### src/verilog/rwp_pkg.sv
// Package for the register write-protection lock block.
// Assumes a 32-bit AXI4-Lite register bus and a system bus write monitor.
package rwp_pkg;

  // Lock register offset within the system control block.
  localparam logic [11:0] RWP_UNLOCK_OFS    = 12'h100;
  localparam logic [31:0] RWP_UNLOCK_RESET  = 32'h0000_0000;
  localparam int          RWP_FLAG_BIT      = 0;

  // Key bytes, in the order they must be written.
  localparam logic [7:0]  RWP_KEY0          = 8'h59;
  localparam logic [7:0]  RWP_KEY1          = 8'h16;
  localparam logic [7:0]  RWP_KEY2          = 8'h88;

  // Full system addresses of the lock register and the guarded registers.
  localparam logic [31:0] RWP_UNLOCK_ADDR   = 32'h5000_0100;
  localparam logic [31:0] RWP_PERIPH_RST    = 32'h5000_0008;
  localparam logic [31:0] RWP_BROWNOUT      = 32'h5000_0018;
  localparam logic [31:0] RWP_POR_CTRL      = 32'h5000_0024;
  localparam logic [31:0] RWP_POWER_CTRL    = 32'h5000_0200;
  localparam logic [31:0] RWP_PCLK_EN       = 32'h5000_0208;
  localparam logic [31:0] RWP_CLKSEL_A      = 32'h5000_0210;
  localparam logic [31:0] RWP_CLKSEL_B      = 32'h5000_0214;
  localparam logic [31:0] RWP_FLASH_PROG    = 32'h5000_c000;
  localparam logic [31:0] RWP_WDOG_CTRL     = 32'h4000_4000;
  localparam logic [31:0] RWP_FLASH_TIMING  = 32'h5000_c018;

  // Partly guarded registers: bits left writable while locked (power) or guarded bits (clock enable, select B).
  localparam logic [31:0] RWP_POWER_FREE    = 32'h0000_0040;
  localparam logic [31:0] RWP_PCLK_GUARD    = 32'h0000_0001;
  localparam logic [31:0] RWP_CLKSEL_B_GUARD = 32'h0000_0003;

  localparam logic [1:0]  RWP_RESP_OKAY     = 2'b00;
  localparam logic [1:0]  RWP_RESP_SLVERR   = 2'b10;

  typedef enum logic [1:0] {
    RWP_IDLE  = 2'b00,
    RWP_GOT1  = 2'b01,
    RWP_GOT2  = 2'b11
  } rwp_seq_t;

  // One write seen on the system bus, for the guard to filter.
  typedef struct packed {
    logic        valid;
    logic [31:0] addr;
    logic [31:0] data;
    logic [3:0]  strb;
  } rwp_sys_wr_t;

endpackage

### src/verilog/rwp_lock.sv
// Register write-protection lock: key sequence tracker, lock register on
// AXI4-Lite, and a filter that masks writes to guarded system registers.
// Assumes the system bus presents each write once, as a one-cycle strobe,
// and that the downstream registers apply the filtered byte mask it returns.
//
// Notes on behaviour
// - Locked from reset until key sequence completes.
// - Keys 59h, 16h, 88h in order.
// - Wrong value or foreign write aborts sequence.
// - Third correct key sets unlocked flag.
// - Bit 0 reads unlocked status.
// - Any lock-register write with byte lane 0 enabled relocks while unlocked.
// - Locked writes to guarded bits are discarded only in wholly guarded lanes; in partly guarded lanes they write 0.
// - Key field write-only; flag read-only.
// - Reset, brown-out, power-on control fully guarded.
// - Power control guarded except bit 6.
// - Clock enable register guards bit 0 only.
// - Clock select A fully guarded.
// - Clock select B guards bits 1..0.
// - Flash control, watchdog, flash timing guarded.
`timescale 1ns/1ps
`default_nettype none

module rwp_lock
  import rwp_pkg::*;
#(
  parameter int ADDR_W = 12
) (
  // Clock, reset and enable
  input  wire logic              clock,
  input  wire logic              resetn,
  input  wire logic              clk_en,
  // AXI4-Lite slave
  input  wire logic [ADDR_W-1:0] s_awaddr,
  input  wire logic              s_awvalid,
  output logic                   s_awready,
  input  wire logic [31:0]       s_wdata,
  input  wire logic [3:0]        s_wstrb,
  input  wire logic              s_wvalid,
  output logic                   s_wready,
  output logic [1:0]             s_bresp,
  output logic                   s_bvalid,
  input  wire logic              s_bready,
  input  wire logic [ADDR_W-1:0] s_araddr,
  input  wire logic              s_arvalid,
  output logic                   s_arready,
  output logic [31:0]            s_rdata,
  output logic [1:0]             s_rresp,
  output logic                   s_rvalid,
  input  wire logic              s_rready,
  // System bus write monitor and filtered write
  input  wire rwp_sys_wr_t       sys_wr,
  output rwp_sys_wr_t            sys_wr_out,
  // Lock status
  output logic                   unlocked
);

  // The lock word sits at 0x100, so the window needs at least nine bits.
  if (ADDR_W < 9 || ADDR_W > 32) begin : g_bad_addr_w
    $error("rwp_lock: ADDR_W must lie in 9..32");
  end

  // Lock offset brought to the width of the bus window.
  localparam logic [ADDR_W-1:0] LOCK_OFS = ADDR_W'(RWP_UNLOCK_OFS);

  logic              aw_held_reg;
  logic [ADDR_W-1:0] aw_addr_reg;
  logic              w_held_reg;
  logic [31:0]       w_data_reg;
  logic [3:0]        w_strb_reg;
  logic              ar_pend_reg;
  logic              unlocked_reg;
  rwp_seq_t          seq_reg;
  logic              wr_fire;
  logic              wr_hit;
  logic              key_wr;
  logic [7:0]        key_byte;
  logic              foreign_wr;
  logic [31:0]       guard_mask;
  logic [31:0]       keep_mask;
  logic [3:0]        keep_strb;
  logic              key0_ok;
  logic              key1_ok;
  logic              key2_ok;

  assign unlocked   = unlocked_reg;
  assign wr_fire    = aw_held_reg && w_held_reg && !s_bvalid;
  assign wr_hit     = (aw_addr_reg[ADDR_W-1:2] == LOCK_OFS[ADDR_W-1:2]);
  // A write that leaves the low byte lane off carries no key at all.
  assign key_wr     = wr_fire && wr_hit && w_strb_reg[0];
  assign key_byte   = w_data_reg[7:0];
  assign key0_ok    = (key_byte == RWP_KEY0);
  assign key1_ok    = (key_byte == RWP_KEY1);
  assign key2_ok    = (key_byte == RWP_KEY2);
  // A system write elsewhere breaks a half-entered sequence.
  assign foreign_wr = sys_wr.valid && (sys_wr.addr != RWP_UNLOCK_ADDR);

  // Write address and data channels are captured independently.
  always_ff @(posedge clock or negedge resetn) begin
    if (!resetn) begin
      aw_held_reg <= 1'b0;
      aw_addr_reg <= '0;
      s_awready   <= 1'b0;
    end else if (clk_en) begin
      s_awready <= !aw_held_reg && !(s_awvalid && s_awready);
      if (s_awvalid && s_awready) begin
        aw_held_reg <= 1'b1;
        aw_addr_reg <= s_awaddr;
        s_awready   <= 1'b0;
      end else if (wr_fire) begin
        aw_held_reg <= 1'b0;
      end
    end
  end

  always_ff @(posedge clock or negedge resetn) begin
    if (!resetn) begin
      w_held_reg <= 1'b0;
      w_data_reg <= '0;
      w_strb_reg <= '0;
      s_wready   <= 1'b0;
    end else if (clk_en) begin
      s_wready <= !w_held_reg && !(s_wvalid && s_wready);
      if (s_wvalid && s_wready) begin
        w_held_reg <= 1'b1;
        w_data_reg <= s_wdata;
        w_strb_reg <= s_wstrb;
        s_wready   <= 1'b0;
      end else if (wr_fire) begin
        w_held_reg <= 1'b0;
      end
    end
  end

  // Write response; unmapped addresses answer SLVERR.
  always_ff @(posedge clock or negedge resetn) begin
    if (!resetn) begin
      s_bvalid <= 1'b0;
      s_bresp  <= RWP_RESP_OKAY;
    end else if (clk_en) begin
      if (wr_fire) begin
        s_bvalid <= 1'b1;
        s_bresp  <= wr_hit ? RWP_RESP_OKAY : RWP_RESP_SLVERR;
      end else if (s_bready) begin
        s_bvalid <= 1'b0;
      end
    end
  end

  // Read channel: one read at a time, answer the cycle after acceptance.
  always_ff @(posedge clock or negedge resetn) begin
    if (!resetn) begin
      s_arready   <= 1'b0;
      ar_pend_reg <= 1'b0;
      s_rvalid    <= 1'b0;
      s_rdata     <= RWP_UNLOCK_RESET;
      s_rresp     <= RWP_RESP_OKAY;
    end else if (clk_en) begin
      s_arready <= !ar_pend_reg && !s_rvalid && !(s_arvalid && s_arready);
      if (s_arvalid && s_arready) begin
        s_arready   <= 1'b0;
        ar_pend_reg <= 1'b1;
        s_rvalid    <= 1'b1;
        s_rdata     <= '0;
        if (s_araddr[ADDR_W-1:2] == LOCK_OFS[ADDR_W-1:2]) begin
          // The key field never reads back; only the status shows.
          s_rdata[RWP_FLAG_BIT] <= unlocked_reg;
          s_rresp               <= RWP_RESP_OKAY;
        end else begin
          s_rresp <= RWP_RESP_SLVERR;
        end
      end else if (s_rvalid && s_rready) begin
        s_rvalid    <= 1'b0;
        ar_pend_reg <= 1'b0;
      end
    end
  end

  // Key sequence tracker and lock flag.
  always_ff @(posedge clock or negedge resetn) begin
    if (!resetn) begin
      seq_reg      <= RWP_IDLE;
      unlocked_reg <= 1'b0;
    end else if (clk_en) begin
      if (key_wr && unlocked_reg) begin
        unlocked_reg <= 1'b0;
        seq_reg      <= RWP_IDLE;
      end else if (key_wr) begin
        // A wrong byte always drops back to idle, even when it equals the
        // first key; software must then start the sequence again.
        case (seq_reg)
          RWP_IDLE: begin
            seq_reg <= key0_ok ? RWP_GOT1 : RWP_IDLE;
          end
          RWP_GOT1: begin
            seq_reg <= key1_ok ? RWP_GOT2 : RWP_IDLE;
          end
          RWP_GOT2: begin
            seq_reg <= RWP_IDLE;
            if (key2_ok)
              unlocked_reg <= 1'b1;
          end
          default: begin
            seq_reg <= RWP_IDLE;
          end
        endcase
      end else if (foreign_wr || (wr_fire && !wr_hit)) begin
        seq_reg <= RWP_IDLE;
      end
    end
  end

  // Guard table: one entry per protected register and the bits it guards.
  // Addresses are matched in full, so aliases of a guarded register pass.
  localparam int          N_GUARD = 10;
  localparam logic [31:0] GUARD_ADDR [N_GUARD] = '{
    RWP_PERIPH_RST,
    RWP_BROWNOUT,
    RWP_POR_CTRL,
    RWP_POWER_CTRL,
    RWP_PCLK_EN,
    RWP_CLKSEL_A,
    RWP_CLKSEL_B,
    RWP_FLASH_PROG,
    RWP_WDOG_CTRL,
    RWP_FLASH_TIMING
  };
  localparam logic [31:0] GUARD_BITS [N_GUARD] = '{
    32'hffff_ffff,
    32'hffff_ffff,
    32'hffff_ffff,
    ~RWP_POWER_FREE,
    RWP_PCLK_GUARD,
    32'hffff_ffff,
    RWP_CLKSEL_B_GUARD,
    32'hffff_ffff,
    32'hffff_ffff,
    32'hffff_ffff
  };

  logic [N_GUARD-1:0] guard_hit;
  logic [31:0]        guard_sel [N_GUARD];

  genvar gi;
  for (gi = 0; gi < N_GUARD; gi++) begin : g_guard
    assign guard_hit[gi] = (sys_wr.addr == GUARD_ADDR[gi]);
    assign guard_sel[gi] = guard_hit[gi] ? GUARD_BITS[gi] : 32'h0;
  end

  // Bits of the addressed register that the lock guards.
  always_comb begin
    guard_mask = 32'h0;
    for (int i = 0; i < N_GUARD; i++) begin
      guard_mask = guard_mask | guard_sel[i];
    end
    keep_mask = unlocked_reg ? 32'hffff_ffff : ~guard_mask;
  end

  // A byte lane stays enabled while any bit in it may still change; the
  // partly guarded lanes rely on the masked data bits instead.
  genvar gb;
  for (gb = 0; gb < 4; gb++) begin : g_strb
    assign keep_strb[gb] = |keep_mask[8*gb +: 8];
  end

  // The filtered write comes one cycle later, with guarded bits stripped
  // from the data and the byte strobes cleared for lanes that are wholly guarded.
  always_ff @(posedge clock or negedge resetn) begin
    if (!resetn) begin
      sys_wr_out <= '0;
    end else if (clk_en) begin
      sys_wr_out.valid <= sys_wr.valid;
      sys_wr_out.addr  <= sys_wr.addr;
      sys_wr_out.data  <= sys_wr.data & keep_mask;
      sys_wr_out.strb  <= sys_wr.strb & keep_strb;
    end
  end

endmodule

`default_nettype wire

### config.mk
export PLATFORM = sky130hd
export DESIGN_NAME = rwp_lock
export DESIGN_NICKNAME = d
export VERILOG_FILES = /design/src/verilog/rwp_pkg.sv /design/src/verilog/rwp_lock.sv
export SDC_FILE = /design/constraint.sdc
export NUM_CORES = 1
export LEC_CHECK = 0
export BUFFER_PORTS_ARGS = -buffer_cell sky130_fd_sc_hd__buf_2
export CAP_MARGIN = 20
export CORE_MARGIN = 4
export CORE_UTILIZATION = 48
export DETAILED_ROUTE_END_ITERATION = 10
export PLACE_DENSITY = 0.84
export SLEW_MARGIN = 20
export SYNTH_ARGS = -nofsm -noshare
export SYNTH_HDL_FRONTEND = slang
export SYNTH_SLANG_ARGS = --single-unit
### constraint.sdc
create_clock -name clock -period 4.45 [get_ports clock]
set_clock_uncertainty 0.05 [all_clocks]
set_input_delay 0.2225 -clock clock [delete_from_list [all_inputs] [get_ports clock]]
set_output_delay 0.2225 -clock clock [all_outputs]
set_load 0.05 [all_outputs]
==> reports/qor.csv <==
stage;metric;value;unit
outcome;outcome;finished, final reports clean;
cts;hold_buffers;1;
die;die_area;10900;µm²
power_and_ir_drop;power.leakage;2.80;nW
yosys;synth-edff-count;0;
worst_setup_path;cp.required;4650;ps
cells_and_area;final_nets;666;
yosys;ys.warnings.count;0;
yosys;yosysSeqAreaShare;0.567;
yosys;synth_cells;345;
die;initial_core_util;0.502;
timing;slew_headroom;0.554;
die;io_pins;248;
yosys;syn-cell-area;4460;µm²
global_route;grt_overflow_total;0;
cts;cts_tree;done;
placed_design;place_inst;624;
timing;fin_crit;2050;ps
worst_setup_path;critPathMaxFanout;4;
worst_setup_path;r2r_end;seq_reg[0]$_DFFE_PN0P_;
cells_and_area;area_growth;25.6;%
yosys;ys_seq_elements;101;
cells_and_area;fin_util;0.630;
die;die-height;104;µm
cts;insertion_delay;360;ps
worst_setup_path;reg2reg_from;aw_addr_reg[7]$_DFFE_PN0P_;
routing;wl_per_cell;17.2;µm
cts;cts_resized;0;
placed_design;place.gp.congestion;0.792;
cts;cts_htree_levels;3;
cells_and_area;largest_register_ffs;69;
routing;vias_per_cell;5.25;
worst_setup_path;r2r_slack;2400;ps
die;rows;34;
die;die_width;104;µm
global_route;grt_first_pass_wirelength;17.7;mm
cells_and_area;antenna_cells;0;
yosys;synth-main-ff-cell;dfrtp_1;
timing;max_freq;489;MHz
power_and_ir_drop;power-per-cell-area;478;nW/µm²
routing;wirelength;11.0;mm
worst_setup_path;startpoint;aw_addr_reg[7]$_DFFE_PN0P_;
yosys;synth_cell_types;53;
min_path;hp-class;in -> reg;
timing;hold_viol;0;
timing;hold_slack;13.6;ps
global_route;grt_pass1_vias;3427;
yosys;async_flop_share;1.00;
routing;drt-pass1-iter-count;7;
worst_setup_path;crit_arrival;2240;ps
global_route;antenna_found_initial;0;
routing;num_vias;3368;
timing;min_period_over_period;0.460;
power_and_ir_drop;peakVddDrop;0.284;mV
timing;rsz0062_at_grt;false;
cells_and_area;drive_above_1_share;0.500;
cts;clockBufferDepth;2;
cells_and_area;final_common_cell;buf_2;
worst_setup_path;start_kind;register;
die;coreArea;8890;µm²
placed_design;io_buffers;183;
worst_setup_path;critPathKind;reg -> reg;
worst_setup_path;crit_path_end_kind;register;
routing;route.detailed.drc;0;
timing;drv_slew;0;
cells_and_area;layout_common_cells;buf_2 (182), dfrtp_1 (101), mux2_2 (54), conb_1 (33), a22o_1 (32);
cts;cts_made_buffers;9;
min_path;hold_path_startpoint;sys_wr[6];
cts;cts.clk_slew.worst_paths;110;ps
timing;tns;0;ps
global_route;grt_use_total;0.202;
placed_design;placed_area;5350;µm²
flow_run;cap_violations;0;
cells_and_area;design_area;5600;µm²
worst_setup_path;reg2regPathDepth;5;
global_route;grt_max_degree;56;
routing;drtAntennaViolNets;0;
routing;first_iter_violations;112;
timing;tightest_slew;669;ps
timing;setup_viol;0;
yosys;synth_area_per_cell;12.9;µm²
worst_setup_path;endpoint;seq_reg[0]$_DFFE_PN0P_;
cells_and_area;final_cells;642;
cts;post-cts-setup-buffer-count;0;
cts;clock-sinks;101;
placed_design;hpwlAfterDp;8.42;mm
cts;root_buffer;clkbuf_8;
[per-stage QoR]
step | setup slack, ps | power (mW)
after floorplan | 2580 | 1.85
after global placement | 2270 | 2.03
after detailed placement | 2220 | 2.07
after CTS | 2390 | 2.69
after global routing | 2300 | 2.80
final | 2400 | 2.67
[routing by layer]
metal,up-vias,part of all wire,track usage,wire (µm)
met2,126,0.54,0.365,5910
met3,9,0.060,0.0466,663
met4,0,0.011,0.0560,116
met1,1669,0.39,0.239,4330
li1,1564,-,-,-
met5,-,0,0,0
[synthesized netlist by cell type (2+ instances only)]
| cell | instances | area [µm²] |
|---|---|---|
| buf_1 | 4 | 15.0 |
| o21a_1 | 2 | 15.0 |
| buf_2 | 4 | 20.0 |
| nor3_1 | 6 | 30.0 |
| nor4b_1 | 4 | 35.0 |
| nor4bb_1 | 2 | 20.0 |
| nor4_1 | 5 | 31.3 |
| nor3b_1 | 3 | 22.5 |
| nor2b_1 | 2 | 12.5 |
| a22o_1 | 32 | 280 |
| a21oi_1 | 6 | 30.0 |
| buf_4 | 33 | 248 |
| mux2_2 | 54 | 608 |
| nand3_1 | 7 | 35.0 |
| nand4_1 | 6 | 37.5 |
| nor4_4 | 2 | 42.5 |
| inv_1 | 4 | 15.0 |
| mux2_1 | 2 | 22.5 |
| nand2_1 | 19 | 71.3 |
| nor2_1 | 7 | 26.3 |
| clkbuf_1 | 6 | 22.5 |
| dfrtp_1 | 101 | 2530 |
| o21ai_0 | 2 | 10.0 |
| o2bb2ai_1 | 3 | 26.3 |
[where the power goes]
part	switching, mW	leakage, nW	internal [mW]	total [mW]
logic	0.561	1.48	0.268	0.830
registers	0.127	1.21	1.10	1.23
clock network	0.332	0.109	0.286	0.618
[how the worst min path moves through the flow]
stage / to / slack, ps / cells past startpoint
finish: sys_wr_out[6]$_DFFE_PN0P_ / 10 / 2
global route: sys_wr_out[18]$_DFFE_PN0P_ / 4 / 2
CTS: sys_wr_out[6]$_DFFE_PN0P_ / 2 / 2
detailed placement: sys_wr_out[23]$_DFFE_PN0P_ / 220 / 1
global placement: sys_wr_out[23]$_DFFE_PN0P_ / 210 / 1
floorplan: ar_pend_reg$_DFFE_PN0P_ / -120 / 0
[critical path: stages, from the launching register on]
cell     delay [ps]
dfrtp_1         410
or4b_4          550
nor4_4          310
and2b_1         190
o22ai_2          90
mux2_1          320
[area by class of cell]
| class | count | area (µm²) |
|---|---|---|
| fill | 711 | 3290 |
| clock inverter | 6 | 76.3 |
| timing repair buffer | 188 | 976 |
| inverter | 5 | 18.8 |
| tap | 108 | 135 |
| multi-input combinational | 224 | 1730 |
| clock buffer | 10 | 138 |
| sequential | 101 | 2530 |
[cell families after synthesis]
group | after synthesis | share of synthesized area
flops | 101 | 0.567
simple gates | 76 | 0.111
mux | 57 | 0.144
compound gates | 56 | 0.102
buf+inv | 52 | 0.0726
xor+xnor | 2 | 0.00393
other cells | 1 | 0.000841
(Power assumes the default switching activity.)
